<file path="src/verilog/host_link_pkg.sv">
// shared constants and carriers for the host/target link interpreter
`default_nettype none
package host_link_pkg;
  localparam logic [3:0] OP_LINK_SETUP = 4'h8;
  localparam logic [3:0] OP_HOST_TO_TARGET = 4'h9;
  localparam logic [3:0] OP_TARGET_TO_HOST = 4'ha;
  localparam logic [3:0] OP_SET_OPTIONS = 4'hb;
  localparam int MOD_ALT_BIT = 7;
  localparam int MOD_INIT_BIT = 6;
  localparam int MOD_SUPPRESS_BIT = 5;
  localparam int MOD_NOTIFY_BIT = 4;
  localparam int MODE_ENABLE_BIT = 7;
  localparam int MODE_ALL_DEFER_BIT = 6;
  localparam int MODE_IRQ_HIGH_BIT = 3;
  localparam logic [7:0] RSP_DONE = 8'h80;
  localparam logic [7:0] RSP_ERR = 8'h10;
  localparam logic [7:0] ERR_NO_LINK = 8'hff;
  localparam logic [7:0] ERR_BUSY = 8'hfe;
  localparam logic [7:0] ERR_TIMEOUT = 8'hfd;
  localparam logic [7:0] ERR_OVERRUN = 8'hfc;
  localparam logic [7:0] ERR_NO_DATA = 8'hfb;
  localparam logic [7:0] LINK_COUNT = 8'h03;
  localparam logic [7:0] BLOCK_FIXED0 = 8'h01;
  localparam logic [7:0] BLOCK_FIXED1 = 8'h00;
  localparam logic [1:0] BLOCK_HOST_DATA = 2'h2;
  localparam logic [1:0] BLOCK_STATUS = 2'h3;
  localparam logic [7:0] MODE_RESET = 8'h80;
  localparam int TIMEOUT_US = 100;
  localparam int CLK_MHZ = 50;
  localparam int TIMEOUT_CYCLES = TIMEOUT_US * CLK_MHZ;
  localparam int BUF_DEPTH = 16;
  localparam int BUF_WIDTH = 8;
  localparam int IRQ_PULSE_CYCLES = 4;

  typedef struct packed {
    logic valid;
    logic [7:0] data;
  } byte_beat_t;

  // port to the emulation memory holding the four-byte exchange block
  typedef struct packed {
    logic wr;
    logic [23:0] addr;
    logic [7:0] data;
  } block_write_t;
endpackage
`default_nettype wire

</file>
<file path="src/verilog/byte_fifo.sv">
// synchronous FIFO with valid/ready on both sides
`default_nettype none
module byte_fifo #(
  parameter int WIDTH = 8,
  parameter int DEPTH = 16
) (
  input wire logic clk_in,
  input wire logic rst_in,
  input wire logic clear_in,
  input wire logic in_valid_in,
  output logic in_ready_out,
  input wire logic [WIDTH-1:0] in_data_in,
  output logic out_valid_out,
  input wire logic out_ready_in,
  output logic [WIDTH-1:0] out_data_out,
  output logic [$clog2(DEPTH):0] level_out
);
  localparam int AW = $clog2(DEPTH);
  typedef struct packed {
    logic [AW-1:0] wp;
    logic [AW-1:0] rp;
    logic [AW:0] cnt;
  } fifo_state_t;
  logic [WIDTH-1:0] mem [DEPTH];
  fifo_state_t st_r, st_nxt;
  logic push, pop;

  assign in_ready_out = (st_r.cnt != (AW+1)'(DEPTH));
  assign out_valid_out = (st_r.cnt != '0);
  assign out_data_out = mem[st_r.rp];
  assign level_out = st_r.cnt;
  assign push = in_valid_in && in_ready_out;
  assign pop = out_valid_out && out_ready_in;

  always_comb begin
    st_nxt = st_r;
    if (push) st_nxt.wp = st_r.wp + 1'b1;
    if (pop) st_nxt.rp = st_r.rp + 1'b1;
    st_nxt.cnt = st_r.cnt + (AW+1)'(push) - (AW+1)'(pop);
    if (clear_in) st_nxt = '0;
  end

  always_ff @(posedge clk_in) begin
    if (rst_in) st_r <= '0;
    else st_r <= st_nxt;
    if (push) mem[st_r.wp] <= in_data_in;
  end
endmodule
`default_nettype wire

</file>
<file path="src/verilog/link_cmd_engine.sv">
// command interpreter for the host/target byte-channel link
`default_nettype none
module link_cmd_engine
  import host_link_pkg::*;
(
  input wire logic clk_in,
  input wire logic rst_in,
  input wire byte_beat_t host_rx_in,
  output logic host_rx_ready_out,
  output byte_beat_t host_tx_out,
  input wire logic host_tx_ready_in,
  input wire logic target_byte_ready_in,
  input wire logic [7:0] target_byte_in,
  output logic target_byte_ack_out,
  input wire logic host_byte_taken_in,
  output block_write_t block_wr_out,
  output logic target_irq_out,
  output logic [7:0] mode_out,
  output logic [23:0] block_addr_out,
  output logic [7:0] status_out
);
  typedef enum logic [3:0] {
    S_ID, S_CMD, S_CNT, S_DATA, S_EXEC, S_REPLY, S_IDLE
  } phase_t;

  typedef struct packed {
    phase_t ph;
    logic [7:0] id;
    logic [7:0] cmd;
    logic [7:0] cnt;
    logic [7:0] left;
    logic [23:0] addr;
    logic [7:0] mode;
    logic linked;
    logic tbr;
    logic hbr;
    logic [7:0] wr_left;
    logic wr_defer;
    logic [7:0] wr_cmd;
    logic rd_pend;
    logic [7:0] rd_cmd;
    logic [15:0] tmo;
    logic [3:0][7:0] rsp;
    logic [2:0] rsp_len;
    logic [2:0] rsp_idx;
    logic rsp_data;
    logic [4:0] data_left;
    logic irq_req;
    logic [2:0] irq_cnt;
    logic [1:0] sync0;
    logic [1:0] sync1;
    logic blk_wr;
    logic [1:0] blk_sel;
    logic [7:0] blk_data;
    logic in_buf_dir;
    logic tgt_rdy_d;
    logic take_d;
    logic [1:0] init_left;
  } eng_state_t;

  eng_state_t st_r, st_nxt;
  logic fifo_in_valid, fifo_in_ready, fifo_out_valid, fifo_out_ready;
  logic [7:0] fifo_in_data, fifo_out_data;
  logic [4:0] fifo_level;
  logic fifo_clear;
  logic tgt_rdy_s, host_take_s;
  logic tgt_rise, take_rise;

  function automatic logic [7:0] status_of(input logic t, input logic h);
    status_of = {4'h0, 2'b00, h, t};
  endfunction

  function automatic logic [7:0] rsp_cmd(input logic [7:0] c,
                                         input logic e);
    rsp_cmd = RSP_DONE | (e ? RSP_ERR : 8'h00) | {4'h0, c[3:0]};
  endfunction

  // the internal buffer: holds write data or received target data
  byte_fifo #(.WIDTH(BUF_WIDTH), .DEPTH(BUF_DEPTH)) buf_u (
    .clk_in(clk_in),
    .rst_in(rst_in),
    .clear_in(fifo_clear),
    .in_valid_in(fifo_in_valid),
    .in_ready_out(fifo_in_ready),
    .in_data_in(fifo_in_data),
    .out_valid_out(fifo_out_valid),
    .out_ready_in(fifo_out_ready),
    .out_data_out(fifo_out_data),
    .level_out(fifo_level)
  );

  assign tgt_rdy_s = st_r.sync0[1];
  assign host_take_s = st_r.sync1[1];
  // one event per rising edge; the synchroniser lags the pin two clocks
  assign tgt_rise = tgt_rdy_s && !st_r.tgt_rdy_d;
  assign take_rise = host_take_s && !st_r.take_d;
  assign status_out = status_of(st_r.tbr, st_r.hbr);
  assign mode_out = st_r.mode;
  assign block_addr_out = st_r.addr;
  assign target_byte_ack_out = st_r.tbr && fifo_in_ready &&
    !st_r.in_buf_dir && st_r.ph == S_IDLE;
  assign host_rx_ready_out = (st_r.ph == S_ID) || (st_r.ph == S_CMD) ||
    (st_r.ph == S_CNT) || (st_r.ph == S_DATA && (fifo_in_ready ||
    st_r.cmd[3:0] != OP_HOST_TO_TARGET));
  assign block_wr_out = '{wr: st_r.blk_wr,
    addr: st_r.addr + {22'h0, st_r.blk_sel}, data: st_r.blk_data};
  assign target_irq_out = (st_r.irq_cnt != 3'h0) ^
    !st_r.mode[MODE_IRQ_HIGH_BIT];

  always_comb begin
    logic [3:0] op;
    logic err;
    st_nxt = st_r;
    op = st_r.cmd[3:0];
    err = 1'b0;
    fifo_clear = 1'b0;
    fifo_in_valid = 1'b0;
    fifo_in_data = 8'h00;
    fifo_out_ready = 1'b0;
    host_tx_out = '{valid: 1'b0, data: 8'h00};
    st_nxt.blk_wr = 1'b0;
    st_nxt.irq_req = 1'b0;
    st_nxt.sync0 = {st_r.sync0[0], target_byte_ready_in};
    st_nxt.sync1 = {st_r.sync1[0], host_byte_taken_in};
    st_nxt.tgt_rdy_d = tgt_rdy_s;
    st_nxt.take_d = host_take_s;
    if (st_r.irq_cnt != 3'h0) st_nxt.irq_cnt = st_r.irq_cnt - 3'h1;
    if (st_r.irq_req) st_nxt.irq_cnt = 3'(IRQ_PULSE_CYCLES);
    // block status tracking; a new event beats the clear
    if (take_rise) st_nxt.hbr = 1'b0;
    if (tgt_rise) st_nxt.tbr = 1'b1;
    case (st_r.ph)
      S_ID: if (host_rx_in.valid) begin
        st_nxt.id = host_rx_in.data;
        st_nxt.ph = S_CMD;
      end else begin
        st_nxt.ph = S_IDLE; // no host byte: run a scheduling pass
      end
      S_CMD: if (host_rx_in.valid) begin
        st_nxt.cmd = host_rx_in.data;
        st_nxt.ph = S_CNT;
      end
      S_CNT: if (host_rx_in.valid) begin
        st_nxt.cnt = host_rx_in.data;
        st_nxt.left = host_rx_in.data;
        st_nxt.addr = (op == OP_LINK_SETUP) ? 24'h0 : st_r.addr;
        if (op == OP_HOST_TO_TARGET && (st_r.wr_left != 8'h0 ||
            st_r.in_buf_dir == 1'b0 && fifo_level != 5'h0)) begin
          st_nxt.wr_cmd = 8'hff; // marks busy refusal, data drained
        end else if (op == OP_HOST_TO_TARGET) begin
          st_nxt.wr_cmd = st_r.cmd;
          fifo_clear = 1'b1;
          st_nxt.in_buf_dir = 1'b1;
        end
        st_nxt.ph = (host_rx_in.data == 8'h0) ? S_EXEC : S_DATA;
      end
      S_DATA: if (host_rx_ready_out && host_rx_in.valid) begin
        st_nxt.left = st_r.left - 8'h1;
        if (op == OP_LINK_SETUP && st_r.cnt == LINK_COUNT)
          st_nxt.addr = {st_r.addr[15:0], host_rx_in.data};
        if (op == OP_SET_OPTIONS && st_r.cmd[MOD_INIT_BIT])
          st_nxt.mode = host_rx_in.data;
        if (op == OP_HOST_TO_TARGET && st_r.wr_cmd != 8'hff) begin
          fifo_in_valid = 1'b1;
          fifo_in_data = host_rx_in.data;
        end
        if (st_r.left == 8'h1) st_nxt.ph = S_EXEC;
      end
      S_EXEC: begin
        st_nxt.rsp[0] = st_r.id;
        st_nxt.rsp_idx = 3'h0;
        st_nxt.rsp_data = 1'b0;
        st_nxt.rsp_len = 3'h4;
        st_nxt.rsp[3] = 8'h00;
        st_nxt.rsp[2] = 8'h01;
        st_nxt.ph = S_REPLY;
        if (st_r.cmd[MOD_ALT_BIT]) begin
          err = 1'b1;
          st_nxt.rsp[3] = ERR_NO_LINK;
        end else case (op)
          OP_LINK_SETUP: begin
            if (st_r.cnt != LINK_COUNT) begin
              err = 1'b1;
              st_nxt.rsp[3] = ERR_NO_LINK;
            end else begin
              st_nxt.linked = 1'b1;
              if (st_r.cmd[MOD_INIT_BIT]) begin
                st_nxt.tbr = 1'b0;
                st_nxt.hbr = 1'b0;
                st_nxt.wr_left = 8'h0;
                st_nxt.rd_pend = 1'b0;
                fifo_clear = 1'b1;
                st_nxt.init_left = 2'h3;
              end
            end
          end
          OP_HOST_TO_TARGET: begin
            if (st_r.wr_cmd == 8'hff || !st_r.mode[MODE_ENABLE_BIT]) begin
              err = 1'b1;
              st_nxt.rsp[2] = 8'h02;
              st_nxt.rsp[3] = (st_r.wr_cmd == 8'hff) ? ERR_BUSY :
                ERR_NO_LINK;
              st_nxt.rsp_len = 3'h5;
              if (st_r.wr_cmd != 8'hff) begin
                fifo_clear = 1'b1;
                st_nxt.in_buf_dir = 1'b0; // refused data leaves the buffer
              end
            end else begin
              st_nxt.wr_left = 5'(fifo_level) == 5'h0 ? 8'h0 :
                {3'h0, fifo_level};
              st_nxt.wr_defer = st_r.cmd[MOD_INIT_BIT];
              st_nxt.tmo = 16'(TIMEOUT_CYCLES);
              st_nxt.irq_req = st_r.cmd[MOD_NOTIFY_BIT];
            end
            st_nxt.wr_cmd = st_r.cmd;
          end
          OP_TARGET_TO_HOST: begin
            if (st_r.in_buf_dir || fifo_level == 5'h0) begin
              if (st_r.cmd[MOD_INIT_BIT] || st_r.mode[MODE_ALL_DEFER_BIT])
              begin
                st_nxt.rd_pend = 1'b1;
                st_nxt.rd_cmd = st_r.cmd;
                st_nxt.ph = S_IDLE;
              end else begin
                err = 1'b1;
                st_nxt.rsp[2] = 8'h02;
                st_nxt.rsp[3] = ERR_NO_DATA;
                st_nxt.rsp_len = 3'h5;
              end
            end else begin
              st_nxt.rsp[2] = {3'h0, fifo_level};
              st_nxt.rsp_len = 3'h3;
              st_nxt.rsp_data = 1'b1;
              st_nxt.data_left = fifo_level;
            end
          end
          OP_SET_OPTIONS: begin
            if (!st_r.cmd[MOD_INIT_BIT]) st_nxt.irq_req = 1'b1;
          end
          default: begin
            err = 1'b1;
            st_nxt.rsp[3] = ERR_NO_LINK;
          end
        endcase
        st_nxt.rsp[1] = rsp_cmd(st_r.cmd, err);
        st_nxt.rsp[4 - 4] = st_r.id;
        if (st_r.cmd[MOD_NOTIFY_BIT] && op != OP_HOST_TO_TARGET &&
            op != OP_TARGET_TO_HOST) st_nxt.irq_req = 1'b1;
        if (st_r.cmd[MOD_SUPPRESS_BIT] && st_nxt.ph == S_REPLY)
          st_nxt.ph = S_IDLE;
      end
      S_REPLY: if (host_tx_ready_in) begin
        if (st_r.rsp_idx == st_r.rsp_len - 3'h1 && st_r.rsp_idx == 3'h4)
          host_tx_out = '{valid: 1'b1,
            data: status_of(st_r.tbr, st_r.hbr)};
        else if (st_r.rsp_idx < st_r.rsp_len)
          host_tx_out = '{valid: 1'b1, data: st_r.rsp[st_r.rsp_idx[1:0]]};
        else if (st_r.rsp_data && st_r.data_left != 5'h0) begin
          host_tx_out = '{valid: fifo_out_valid, data: fifo_out_data};
          fifo_out_ready = 1'b1;
        end
        if (st_r.rsp_idx < st_r.rsp_len) st_nxt.rsp_idx = st_r.rsp_idx + 3'h1;
        else if (fifo_out_valid && st_r.data_left != 5'h0)
          st_nxt.data_left = st_r.data_left - 5'h1;
        if ((st_r.rsp_idx == st_r.rsp_len - 3'h1 && !st_r.rsp_data) ||
            (st_r.rsp_idx == st_r.rsp_len && st_r.data_left == 5'h1)) begin
          st_nxt.ph = S_IDLE;
          if (st_r.rsp_data && st_r.rsp[1][MOD_NOTIFY_BIT - 4 + 4] == 1'b0
              && st_r.cmd[MOD_NOTIFY_BIT]) st_nxt.irq_req = 1'b1;
        end
      end
      S_IDLE: begin
        // one scheduling pass over the exchange block status
        st_nxt.ph = S_ID;
        if (st_r.wr_left != 8'h0 && st_r.in_buf_dir) begin
          if (!st_r.hbr && fifo_out_valid) begin
            fifo_out_ready = 1'b1;
            st_nxt.blk_wr = 1'b1;
            st_nxt.blk_sel = BLOCK_HOST_DATA;
            st_nxt.blk_data = fifo_out_data;
            st_nxt.hbr = 1'b1;
            st_nxt.wr_left = st_r.wr_left - 8'h1;
            st_nxt.tmo = 16'(TIMEOUT_CYCLES);
            if (st_r.wr_left == 8'h1 && st_r.wr_defer) begin
              st_nxt.rsp[0] = st_r.id;
              st_nxt.rsp[1] = rsp_cmd(st_r.wr_cmd, 1'b0);
              st_nxt.rsp[2] = 8'h01;
              st_nxt.rsp[3] = 8'h00;
              st_nxt.rsp_len = 3'h4;
              st_nxt.rsp_idx = 3'h0;
              st_nxt.rsp_data = 1'b0;
              st_nxt.ph = S_REPLY;
            end
            if (st_r.wr_left == 8'h1) st_nxt.in_buf_dir = 1'b0;
          end else if (st_r.tmo == 16'h1) begin
            st_nxt.wr_left = 8'h0;
            st_nxt.in_buf_dir = 1'b0;
            fifo_clear = 1'b1;
            if (st_r.wr_defer) begin
              st_nxt.rsp[0] = st_r.id;
              st_nxt.rsp[1] = rsp_cmd(st_r.wr_cmd, 1'b1);
              st_nxt.rsp[2] = 8'h02;
              st_nxt.rsp[3] = ERR_TIMEOUT;
              st_nxt.rsp_len = 3'h5;
              st_nxt.rsp_idx = 3'h0;
              st_nxt.rsp_data = 1'b0;
              st_nxt.ph = S_REPLY;
            end
          end else st_nxt.tmo = st_r.tmo - 16'h1;
        end else if (st_r.tbr && fifo_in_ready && !st_r.in_buf_dir) begin
          fifo_in_valid = 1'b1;
          fifo_in_data = target_byte_in;
          st_nxt.tbr = tgt_rise;
          if (st_r.rd_pend) begin
            st_nxt.rd_pend = 1'b0;
            st_nxt.rsp[0] = st_r.id;
            st_nxt.rsp[1] = rsp_cmd(st_r.rd_cmd, 1'b0);
            st_nxt.rsp[2] = 8'h01;
            st_nxt.rsp_len = 3'h3;
            st_nxt.rsp_idx = 3'h0;
            st_nxt.rsp_data = 1'b1;
            st_nxt.data_left = 5'h1;
            st_nxt.ph = S_REPLY;
          end
        end
      end
      default: st_nxt.ph = S_ID;
    endcase
    // fixed bytes, then status; waits while a host-data write owns the port
    if (st_r.init_left != 2'h0 && !st_nxt.blk_wr) begin
      st_nxt.blk_wr = 1'b1;
      st_nxt.blk_sel = (st_r.init_left == 2'h1) ? BLOCK_STATUS :
        ~st_r.init_left;
      st_nxt.blk_data = (st_r.init_left == 2'h3) ? BLOCK_FIXED0 :
        (st_r.init_left == 2'h2) ? BLOCK_FIXED1 :
        status_of(st_r.tbr, st_r.hbr);
      st_nxt.init_left = st_r.init_left - 2'h1;
    end
    if (!st_r.mode[MODE_ENABLE_BIT]) st_nxt.tbr = 1'b0;
  end

  always_ff @(posedge clk_in) begin
    if (rst_in) begin
      st_r <= '0;
      st_r.ph <= S_ID;
      st_r.mode <= MODE_RESET;
    end else begin
      st_r <= st_nxt;
    end
  end
endmodule
`default_nettype wire

</file>
<file path="config.mk">
export PLATFORM = sky130hd
export DESIGN_NAME = link_cmd_engine
export DESIGN_NICKNAME = d
export VERILOG_FILES = /design/src/verilog/host_link_pkg.sv /design/src/verilog/byte_fifo.sv /design/src/verilog/link_cmd_engine.sv
export SDC_FILE = /design/constraint.sdc
export NUM_CORES = 1
export LEC_CHECK = 0
export ABC_AREA = 1
export BUFFER_PORTS_ARGS = -buffer_cell sky130_fd_sc_hd__buf_4
export CAP_MARGIN = 20
export CORE_MARGIN = 2
export CORE_UTILIZATION = 35
export DETAILED_ROUTE_END_ITERATION = 8
export MAX_ROUTING_LAYER = met4
export PLACE_DENSITY = 0.56
export SYNTH_ARGS = -nofsm -noshare
export SYNTH_HDL_FRONTEND = slang
export SYNTH_SLANG_ARGS = --single-unit
</file>
<file path="constraint.sdc">
create_clock -name clk_in -period 3.7 [get_ports clk_in]
set_input_delay 0.37 -clock clk_in [delete_from_list [all_inputs] [get_ports clk_in]]
set_output_delay 0.37 -clock clk_in [all_outputs]
set_load 0.02 [all_outputs]
</file>
==> impl_metrics.tcl, run 1 <==
set metrics [dict create \
    routedWlPerCell_um 16.94 \
    syn_area_per_cell_sq_um 7.790 \
    cts_tree "done" \
    cellPowerDensity_nw_per_um2 577.8 \
    seqPwrFrac 0.395 \
    grt_usage 0.1972 \
    h-tree-depth 2 \
    ys_async_sr_fraction 0 \
    grt_pass1_vias 12540 \
    ys_warn_count 0 \
    period_share 0.9447 \
    hpwlAfterDp_um 32870 \
    synth_top_area_frac 0.2406 \
    syn_inst 2051 \
    drive_gt1_frac 0.1115 \
    cp-end-kind "primary output" \
    die_w_um 217.7 \
    worst_slack_ns 0.2047 \
    ys_types 49 \
    outcome "completed" \
    maxCapViolCount 0 \
    power.switching_mw 3.684 \
    grt_max_degree 70 \
    switching_share 0.3534 \
    synthesis.area_sq_um 15980 \
    synth_top_area_cell "edfxtp_1" \
    cts_setup_buffers 0 \
    n_antenna_cell 0 \
    cts_buffers 35 \
    path_depth 11 \
    rsz0062_at_grt "no" \
    first_iter_violations 1011 \
    rows 78 \
    worstPathRequired_ns 3.33 \
    ys_top_cells_by_area "edfxtp_1 24%, dfxtp_1 23%, nand2_1 9.1%, nor2_1 6.7%, inv_1 5.8%" \
    clockPowerShare 0.320 \
    critPathLaunchType "flop" \
    synth_seq_cells 310 \
    nFillCells 4649 \
    irDropWorstVdd_mv 0.4335 \
    crit_family "simple AND/OR/NAND/NOR gates" \
    hold_class "in -> reg" \
    overflow 0 \
    viasPerCell 4.976 \
    grt_pass1_wl_um 71150 \
    fin_nets 2148 \
    synth_seq_area_share 0.4686 \
    ant_nets 0 \
    hold_depth 3 \
    min_period_ns 3.495 \
    fmax_mhz 286.1 \
    tns_ns 0 \
    rr_worst_depth 20 \
    worst_pin_slew_ns 0.9123 \
    ios 107 \
    cpPeakStageDelay_ns 0.54 \
    path_buf_inv 3 \
    drt_first_pass_iters 5 \
    synthFlopType "dfxtp_1" \
    finalClockSkew_ns 0.01742 \
    clk_path_buf_depth 3 \
    clk_pin_slew_ns 0.06 \
    num_vias 13520 \
    synth_edf_count 128 \
    place_congestion 0.9704 \
    grt_antenna_before_repair 0 \
    slowest_stage "dfxtp_1" \
    root_buffer "clkbuf_16" \
    dieArea_sq_um 47380 \
    slew_headroom 0.3895 \
    path_cells "ha_1, nand2_1, nor2_1, nor3_2, buf_4, nand2_1, inv_1, nand3_1, or2_1, o21ai_0, buf_4" \
    p_int_mw 6.741 \
    drc_errors 0 \
    report.final.slew_viol_count 0 \
    routed_wl_um 46030 \
    area_growth_pct 12.91 \
    finalHoldViolCount 0 \
    setup_viol 0 \
    port_buffers 100 \
    start_util 0.3536 \
    clk_latency_ns 0.53 \
    r2r_slack_ns 0.45 \
    die_y_um 217.7 \
    core-area_sq_um 45190 \
    path_class "reg -> out" \
    p_leak_nw 7.546 \
    pwr-share-comb 0.285 \
    cts.sinks 310 \
    post-place-ws_ns 0.2941 \
    worstPathArrival_ns 3.13 \
    crit_fanout 10 \
]
worst paths after layout:
path / start / endpoint
worst max-delay path: st_r[31]$_SDFFE_PP0P_ / host_tx_out[6]
worst min-delay path: host_byte_taken_in / st_nxt[17]$_SDFF_PP0_
worst max register to register: st_r[29]$_SDFFE_PP0P_ / buf_u.level_out[4]$_SDFF_PP0_
worst min register to register: st_nxt[17]$_SDFF_PP0_ / host_take_s$_SDFF_PP0_
timing repair:
item,in CTS,in global routing
resized for setup,0,2
hold buffers,0,0
endpoints found under the setup margin,0,2
Yosys cell counts, drive strengths merged (5+ instances only):
cell / number
a31oi: 10
nand2: 397
xnor2: 8
a21oi: 171
nand3b: 5
a22o: 8
nor3: 24
nand4: 22
nor2: 301
o22ai: 15
ha: 34
edfxtp: 128
o21ai: 140
nand3: 129
clkbuf: 41
or2: 9
buf: 88
inv: 254
xor2: 37
o211ai: 34
dfxtp: 182
worst min-delay path, delay by kind of cell:
kind,cells,cell delay (ns)
buffers and inverters,2,0.10
AND/OR/NAND/NOR,1,0.06
through the flow:
step | instance area, sq um | hold WS [ns] | utilization | instances | power (mW)
3_5_place_dp | 16950 | 0.4033 | 0.3750 | 2653 | 7.141
3_3_place_gp | 16950 | 0.4033 | 0.3750 | 2653 | 7.105
2_1_floorplan | 16000 | 0.3883 | - | 2056 | 6.360
5_1_grt | 18040 | 0.04369 | 0.3993 | 2717 | 11.07
4_1_cts | 18030 | 0.03283 | 0.3991 | 2717 | 10.49
6_report | 18040 | 0.04901 | 0.3993 | 2717 | 10.42
logic make-up after synthesis:
logic type | Yosys count | share of synthesized area
xor+xnor | 45 | 0.02467
other cells | 1 | 0.0002347
compound gates | 383 | 0.1311
buf+inv | 385 | 0.1073
fa+ha+maj | 36 | 0.02913
flops | 310 | 0.4686
simple gates | 891 | 0.2390
flip-flops by register name, indices dropped and copies added (netlist names), 2 cells and up, named ones only:
name and cells:
buf_u.mem 128, st_r 118, block_addr_out 24, block_wr_out 9, buf_u.st_r 8, mode_out 8, buf_u.level_out 5, st_nxt 3
status_out 2
metal layers:
layer	GRT usage	up-vias	wire length, um
li1	-	6723	-
met1	0.2572	6395	20860
met5	-	-	0
met2	0.3150	327	21770
met4	0.06621	0	1328
met3	0.02748	75	2074
power groups by stage:
| stage | clock network, mW | logic [mW] | registers, mW |
|---|---|---|---|
| 3_3_place_gp | 0 | 2.93 | 4.17 |
| 3_5_place_dp | 0 | 2.96 | 4.18 |
| 2_1_floorplan | 0 | 2.27 | 4.09 |
| 6_report | 3.34 | 2.97 | 4.12 |
| 4_1_cts | 3.41 | 2.97 | 4.11 |
| 5_1_grt | 3.54 | 3.37 | 4.16 |
layout by cell type (no fill, tap or decap), types with 9 or more instances in the layout:
cell	netlist	routed
nand2_1	387	387
nor2_1	286	285
inv_1	246	245
dfxtp_1	182	180
a21oi_1	169	169
o21ai_0	135	135
edfxtp_1	128	128
buf_4	56	126
nand3_1	125	125
xor2_1	37	37
clkbuf_16	0	36
o211ai_1	34	34
ha_1	34	34
nor3_1	21	21
nand4_1	20	20
o22ai_1	15	15
a31oi_1	10	10
inv_2	8	9
nand2_2	9	9
nor2_2	9	9
cell type report:
| type | instances | area [sq um] | area share |
|---|---|---|---|
| Clock buffer | 48 | 985.9 | 0.05465 |
| Multi-Input combinational cell | 1361 | 6803 | 0.3771 |
| Timing Repair Buffer | 126 | 945.9 | 0.05243 |
| Sequential cell | 310 | 7492 | 0.4153 |
| Inverter | 256 | 960.9 | 0.05326 |
| Tap cell | 600 | 750.7 | 0.04161 |
| Clock inverter | 16 | 102.6 | 0.005687 |
(Power assumes the default switching activity.)
==> run 2: changes to the inputs <==
--- a/config.mk
+++ b/config.mk
@@ -6,6 +6,7 @@
 export NUM_CORES = 1
 export LEC_CHECK = 0
 export ABC_AREA = 1
+export ABC_CLOCK_PERIOD_IN_PS = 3400
 export BUFFER_PORTS_ARGS = -buffer_cell sky130_fd_sc_hd__buf_4
 export CAP_MARGIN = 20
 export CORE_MARGIN = 2
@@ -15,4 +16,5 @@
 export PLACE_DENSITY = 0.56
 export SYNTH_ARGS = -nofsm -noshare
 export SYNTH_HDL_FRONTEND = slang
+export SYNTH_HIERARCHICAL = 1
 export SYNTH_SLANG_ARGS = --single-unit
==> constraint.sdc (replaced) <==
create_clock -name clk_in -period 3.4 [get_ports clk_in]
set_input_delay 0.34 -clock clk_in [delete_from_list [all_inputs] [get_ports clk_in]]
set_output_delay 0.34 -clock clk_in [all_outputs]
set_load 0.02 [all_outputs]
==> impl_metrics.tcl, run 2 <==
set metrics [dict create \
    maxCapViolCount 0 \
    r2r_slack_ns 0.33 \
    synth_top_area_frac 0.2398 \
    fmax_mhz 313.5 \
    grt_pass1_vias 13150 \
    slowest_stage "dfxtp_2" \
    place_congestion 0.9272 \
    start_util 0.3540 \
    synth_edf_count 128 \
    syn_inst 2081 \
    clk_pin_slew_ns 0.06 \
    min_period_ns 3.190 \
    stdcell_count 2791 \
    seqPwrFrac 0.405 \
    ys_async_sr_fraction 0 \
    first_iter_violations 1072 \
    crit_fanout 4 \
    area_growth_pct 14.92 \
    ios 107 \
    rsz0062_at_grt "yes" \
    drive_gt1_frac 0.1242 \
    p_int_mw 7.377 \
    synthTopCellsByCount "472 x nand2_1, 276 x inv_1, 224 x nor2_1, 186 x nand3_1, 182 x dfxtp_1" \
    routed_wl_um 47980 \
    rows 78 \
    worstPathRequired_ns 3.06 \
    report.final.slew_viol_count 0 \
    clockPowerShare 0.338 \
    grt_max_degree 65 \
    routedWlPerCell_um 17.19 \
    outcome "completed" \
    ant_nets 0 \
    grt_usage 0.2075 \
    final_common_cell "nand2_1" \
    hpwlAfterDp_um 34310 \
    synth_seq_cells 310 \
    num_vias 13770 \
    power.switching_mw 3.769 \
    placed_area_sq_um 17210 \
    yosysMostFrequentCell "nand2_1" \
    grt_antenna_before_repair 1 \
    cpPeakStageDelay_ns 0.39 \
    cts_tree "done" \
    slew_headroom 0.3200 \
    period_share 0.9381 \
    worstPathArrival_ns 2.85 \
    cp-end-kind "primary output" \
    fin_nets 2221 \
    hold_class "in -> reg" \
    path_cells "ha_1, inv_1, fa_2, or2_2, nor2_4, nand2_2, nor3_4, nand4_1, xor2_1, buf_4" \
    root_buffer "clkbuf_16" \
    dieArea_sq_um 47530 \
    synth_seq_area_share 0.4671 \
    worst_pin_slew_ns 1.016 \
    pwr-share-comb 0.257 \
    regMostFlops "buf_u/mem" \
    ys_types 46 \
    critPathLaunchType "flop" \
    switching_share 0.3382 \
    die_y_um 218.0 \
    clk_path_buf_depth 3 \
    irDropWorstVdd_mv 0.2768 \
    drt_first_pass_iters 5 \
    synthFlopType "dfxtp_1" \
    synthesis.area_sq_um 16030 \
    syn_area_per_cell_sq_um 7.703 \
    drc_errors 0 \
    path_buf_inv 2 \
    final_cell_mix "470 x nand2_1, 275 x inv_1, 222 x nor2_1, 185 x nand3_1, 180 x dfxtp_1" \
    cts_buffers 36 \
    ys_top_cells_by_area "edfxtp_1 24%, dfxtp_1 23%, nand2_1 11%, inv_1 6.5%, nand3_1 5.8%" \
    port_buffers 100 \
    finalClockSkew_ns 0.02439 \
    core-area_sq_um 45280 \
    power.total_mw 11.15 \
    clk_latency_ns 0.55 \
    setup_viol 0 \
    finalHoldViolCount 0 \
    die_w_um 218.0 \
    crit_family "simple AND/OR/NAND/NOR gates" \
    place_inst 2720 \
    ys_warn_count 6 \
    largest_reg_flops 128 \
    path_class "reg -> out" \
    p_leak_nw 8.119 \
    grt_pass1_wl_um 74620 \
    cellPowerDensity_nw_per_um2 605.1 \
    viasPerCell 4.933 \
    final_area_sq_um 18420 \
    synth_top_area_cell "edfxtp_1" \
    cts.sinks 310 \
    h-tree-depth 2 \
    overflow 0 \
]
==> run 2: changes by cell type after synthesis, sizes merged, moves of 25 or more <==
cell    change
o211ai     -29
inv        +36
nor2       -60
o21ai      -25
nand3      +59
nand2      +83
==> run 2: worst reg2reg max path, stage by stage, from the launching register on <==
cell,delay [ns]
dfxtp_1,0.36
inv_1,0.10
ha_1,0.33
nand2_1,0.07
nor2_1,0.04
nor2_1,0.12
inv_1,0.07
nand2_1,0.06
inv_1,0.07
nand3_2,0.10
nand2_2,0.08
nand2_1,0.12
inv_1,0.08
ha_1,0.29
inv_1,0.06
ha_1,0.16
inv_1,0.06
fa_1,0.38
inv_1,0.09
nand3_1,0.10
a21oi_1,0.17
nor2_1,0.06
==> run 2: final cells by class <==
type	count	area, sq um
multi-input cells	1361	6740
well taps	600	750.7
diodes	1	2.502
clock inverters	15	131.4
clock buffers	51	988.4
fillers	4683	26860
flip-flops and latches	310	7490
inverters	293	1100
repair buffers	160	1219
==> run 2: cells by family (layout without fill, tap and decap cells) <==
kind of cell	count (synthesis)	after routing	synth area share
AND/OR/NAND/NOR	958	958	0.2543
buffers and inverters	415	519	0.1188
XOR/XNOR	45	45	0.02459
adder cells (fa/ha/maj)	37	37	0.02982
AO/OA/AOI/OAI	315	315	0.1052
other	1	7	0.0002339
flip-flops	310	310	0.4671
==> run 2: through the flow <==
| stage | TNS (ns) | utilization | worst slack (ns) | hold WS [ns] |
|---|---|---|---|---|
| after floorplan | 0 | - | 0.1495 | 0.3883 |
| after global placement | 0 | 0.3799 | 0.1631 | 0.3923 |
| after detailed placement | 0 | 0.3799 | 0.06120 | 0.3990 |
| final | 0 | 0.4068 | 0.2105 | 0.07625 |
| after global routing | -0.005597 | 0.4068 | -0.005597 | 0.07983 |
| after CTS | 0 | 0.4055 | 0.02934 | 0.04577 |
==> run 2: power by group through the flow <==
stage               clock (mW)  combinational, mW  sequential [mW]
global route              3.99               3.25             4.56
CTS                       3.85               2.85             4.50
finish                    3.77               2.87             4.51
detailed placement           0               2.83             4.58
global placement             0               2.80             4.57
floorplan                    0               2.15             4.49
==> run 2: what timing repair did <==
| item | 4_1_cts | 5_1_grt |
|---|---|---|
| resized for setup | 4 | 9 |
| hold buffers | 2 | 0 |
| setup endpoints to repair | 6 | 7 |
| setup buffers | 0 | 1 |
| cloned | 0 | 0 |
| pin swaps | 0 | 1 |
| hold endpoints to repair | 2 | 0 |
==> run 2: per-layer routing <==
metal	global-route usage	vias up	wire length (um)
met1	0.2670	6512	21570
li1	-	6824	-
met2	0.3352	339	22620
met3	0.02915	92	2440
met4	0.06961	0	1349
met5	-	-	0
==> run 2: path summary, 6_finish.rpt <==
check                            startpoint                              to  depth (start not counted)
max          block_addr_out[0]$_SDFFE_PP0P_                block_wr_out[28]                         10
min                           host_rx_in[7]  block_addr_out[7]$_SDFFE_PP0P_                          3
max reg2reg           st_r[34]$_SDFFE_PP0P_   buf_u/level_out[4]$_SDFF_PP0_                         21
min reg2reg           st_nxt[19]$_SDFF_PP0_            st_nxt[3]$_SDFF_PP0_                          2
==> run 3: changes to the inputs <==
--- a/config.mk
+++ b/config.mk
@@ -9,6 +9,7 @@
 export ABC_CLOCK_PERIOD_IN_PS = 3400
 export BUFFER_PORTS_ARGS = -buffer_cell sky130_fd_sc_hd__buf_4
 export CAP_MARGIN = 20
+export CORE_ASPECT_RATIO = 0.9
 export CORE_MARGIN = 2
 export CORE_UTILIZATION = 35
 export DETAILED_ROUTE_END_ITERATION = 8
==> impl_metrics.tcl, run 3 (synthesis results as in run 2) <==
set metrics [dict create \
    path_class "reg -> out" \
    slowest_stage "dfxtp_1" \
    port_buffers 100 \
    die_w_um 229.6 \
    hpwlAfterDp_um 34740 \
    setup_viol 0 \
    routed_wl_um 48100 \
    grt_pass1_wl_um 75140 \
    core-area_sq_um 45280 \
    cellPowerDensity_nw_per_um2 633.1 \
    maxCapViolCount 0 \
    slew_headroom 0.4008 \
    fin_hold_ws_ns 0.04476 \
    outcome "completed" \
    routedWlPerCell_um 17.17 \
    final_common_cell "nand2_1" \
    n_antenna_cell 0 \
    drt_first_pass_iters 5 \
    min_period_ns 3.236 \
    ios 107 \
    worstPathRequired_ns 3.06 \
    num_vias 13760 \
    hold_class "in -> reg" \
    finalClockSkew_ns 0.01970 \
    power.total_mw 11.82 \
    rows 74 \
    irDropWorstVdd_mv 0.3420 \
    p_leak_nw 8.230 \
    grt_usage 0.2059 \
    start_util 0.3541 \
    clk_pin_slew_ns 0.06 \
    clk_latency_ns 0.57 \
    cts_buffers 37 \
    worstPathArrival_ns 2.90 \
    area_growth_pct 16.46 \
    cp-end-kind "primary output" \
    cts_setup_buffers 0 \
    fmax_mhz 309.1 \
    viasPerCell 4.910 \
    place_inst 2733 \
    drive_gt1_frac 0.1299 \
    finalHoldViolCount 0 \
    place_congestion 0.9244 \
    grt_max_degree 89 \
    fin_nets 2225 \
    critPathLaunchType "flop" \
    rsz0062_at_grt "yes" \
    period_share 0.9517 \
    dieArea_sq_um 47530 \
    clk_path_buf_depth 3 \
    grt_antenna_before_repair 0 \
    regMostFlops "buf_u/mem" \
    drc_errors 0 \
    stdcell_count 2802 \
    first_iter_violations 1112 \
    nFillCells 4585 \
    crit_fanout 4 \
    overflow 0 \
    root_buffer "clkbuf_16" \
    cts_tree "done" \
    cts.sinks 310 \
    report.final.slew_viol_count 0 \
    final_cell_mix "469 x nand2_1, 275 x inv_1, 222 x nor2_1, 185 x nand3_1, 181 x dfxtp_1" \
    die_y_um 207.0 \
    largest_reg_flops 128 \
    path_cells "ha_1, inv_1, fa_1, or2_2, nor2_4, nand2_2, nor3_4, nand4_1, xor2_1, buf_4" \
    ant_nets 0 \
    grt_pass1_vias 13220 \
    h-tree-depth 2 \
    worst_pin_slew_ns 0.8955 \
    cpPeakStageDelay_ns 0.39 \
]
## run 3: cell types whose count changed in the layout (fill, tap and decap cells not counted), moves of 2 or more
cell and change:
buf_4 +2, bufinv_16 +6, clkbuf_1 -10, inv_6 -2
## run 3: area by class of cell
cell class / instances / area [sq um] / share of cell area
flip-flops and latches: 310 / 7488 / 0.4011
well taps: 608 / 760.7 / 0.04075
inverters: 293 / 1100 / 0.05891
clock buffers: 43 / 989.7 / 0.05301
multi-input cells: 1361 / 6729 / 0.3604
clock inverters: 24 / 347.8 / 0.01863
repair buffers: 163 / 1254 / 0.06715
## run 3: path summary, 6_finish.rpt
check,from,endpoint,slack [ns],cells past startpoint
setup / recovery,block_addr_out[0]$_SDFFE_PP0P_,block_wr_out[28],0.16,10
hold / removal,host_rx_in[7],block_addr_out[7]$_SDFFE_PP0P_,0.04,3
setup reg to reg,st_r[34]$_SDFFE_PP0P_,buf_u/level_out[4]$_SDFF_PP0_,0.27,21
hold reg to reg,st_nxt[17]$_SDFF_PP0_,host_take_s$_SDFF_PP0_,0.41,2
## run 3: power by group
group	leakage, nW	total [mW]	internal [mW]	switching [mW]
Combinational	5.19	2.91	0.991	1.92
Clock	0.649	4.40	2.71	1.69
Sequential	2.39	4.51	4.21	0.300
## run 3: worst max-delay path: cells and delay by family (launching register included)
kind | cells | cell delay [ns]
xor+xnor | 1 | 0.16
simple gates | 5 | 0.95
flops | 1 | 0.39
fa+ha+maj | 2 | 0.60
buf+inv | 2 | 0.22
## run 3: metrics by stage
stage               utilization  setup slack, ns  area [sq um]  setup TNS, ns
detailed placement       0.3813           0.2217         17270              0
CTS                      0.4115         0.004870         18630              0
global route             0.4123         -0.04907         18670       -0.04907
global placement         0.3813           0.3060         17270              0
finish                   0.4123           0.1643         18670              0
floorplan                     -           0.1495         16050              0
## run 3: repair_timing
action,4_1_cts,5_1_grt
endpoints found under the hold margin,2,0
setup endpoints to repair,4,8
hold buffers,2,0
resized for setup,2,9
## run 3: metal layers
metal  up-vias  share of wire  track usage
li1       6843              -            -
met1      6523           0.47       0.2766
met2       322           0.46       0.3251
met3        70          0.045      0.02808
met4         0          0.021      0.05687
met5         -              0            -
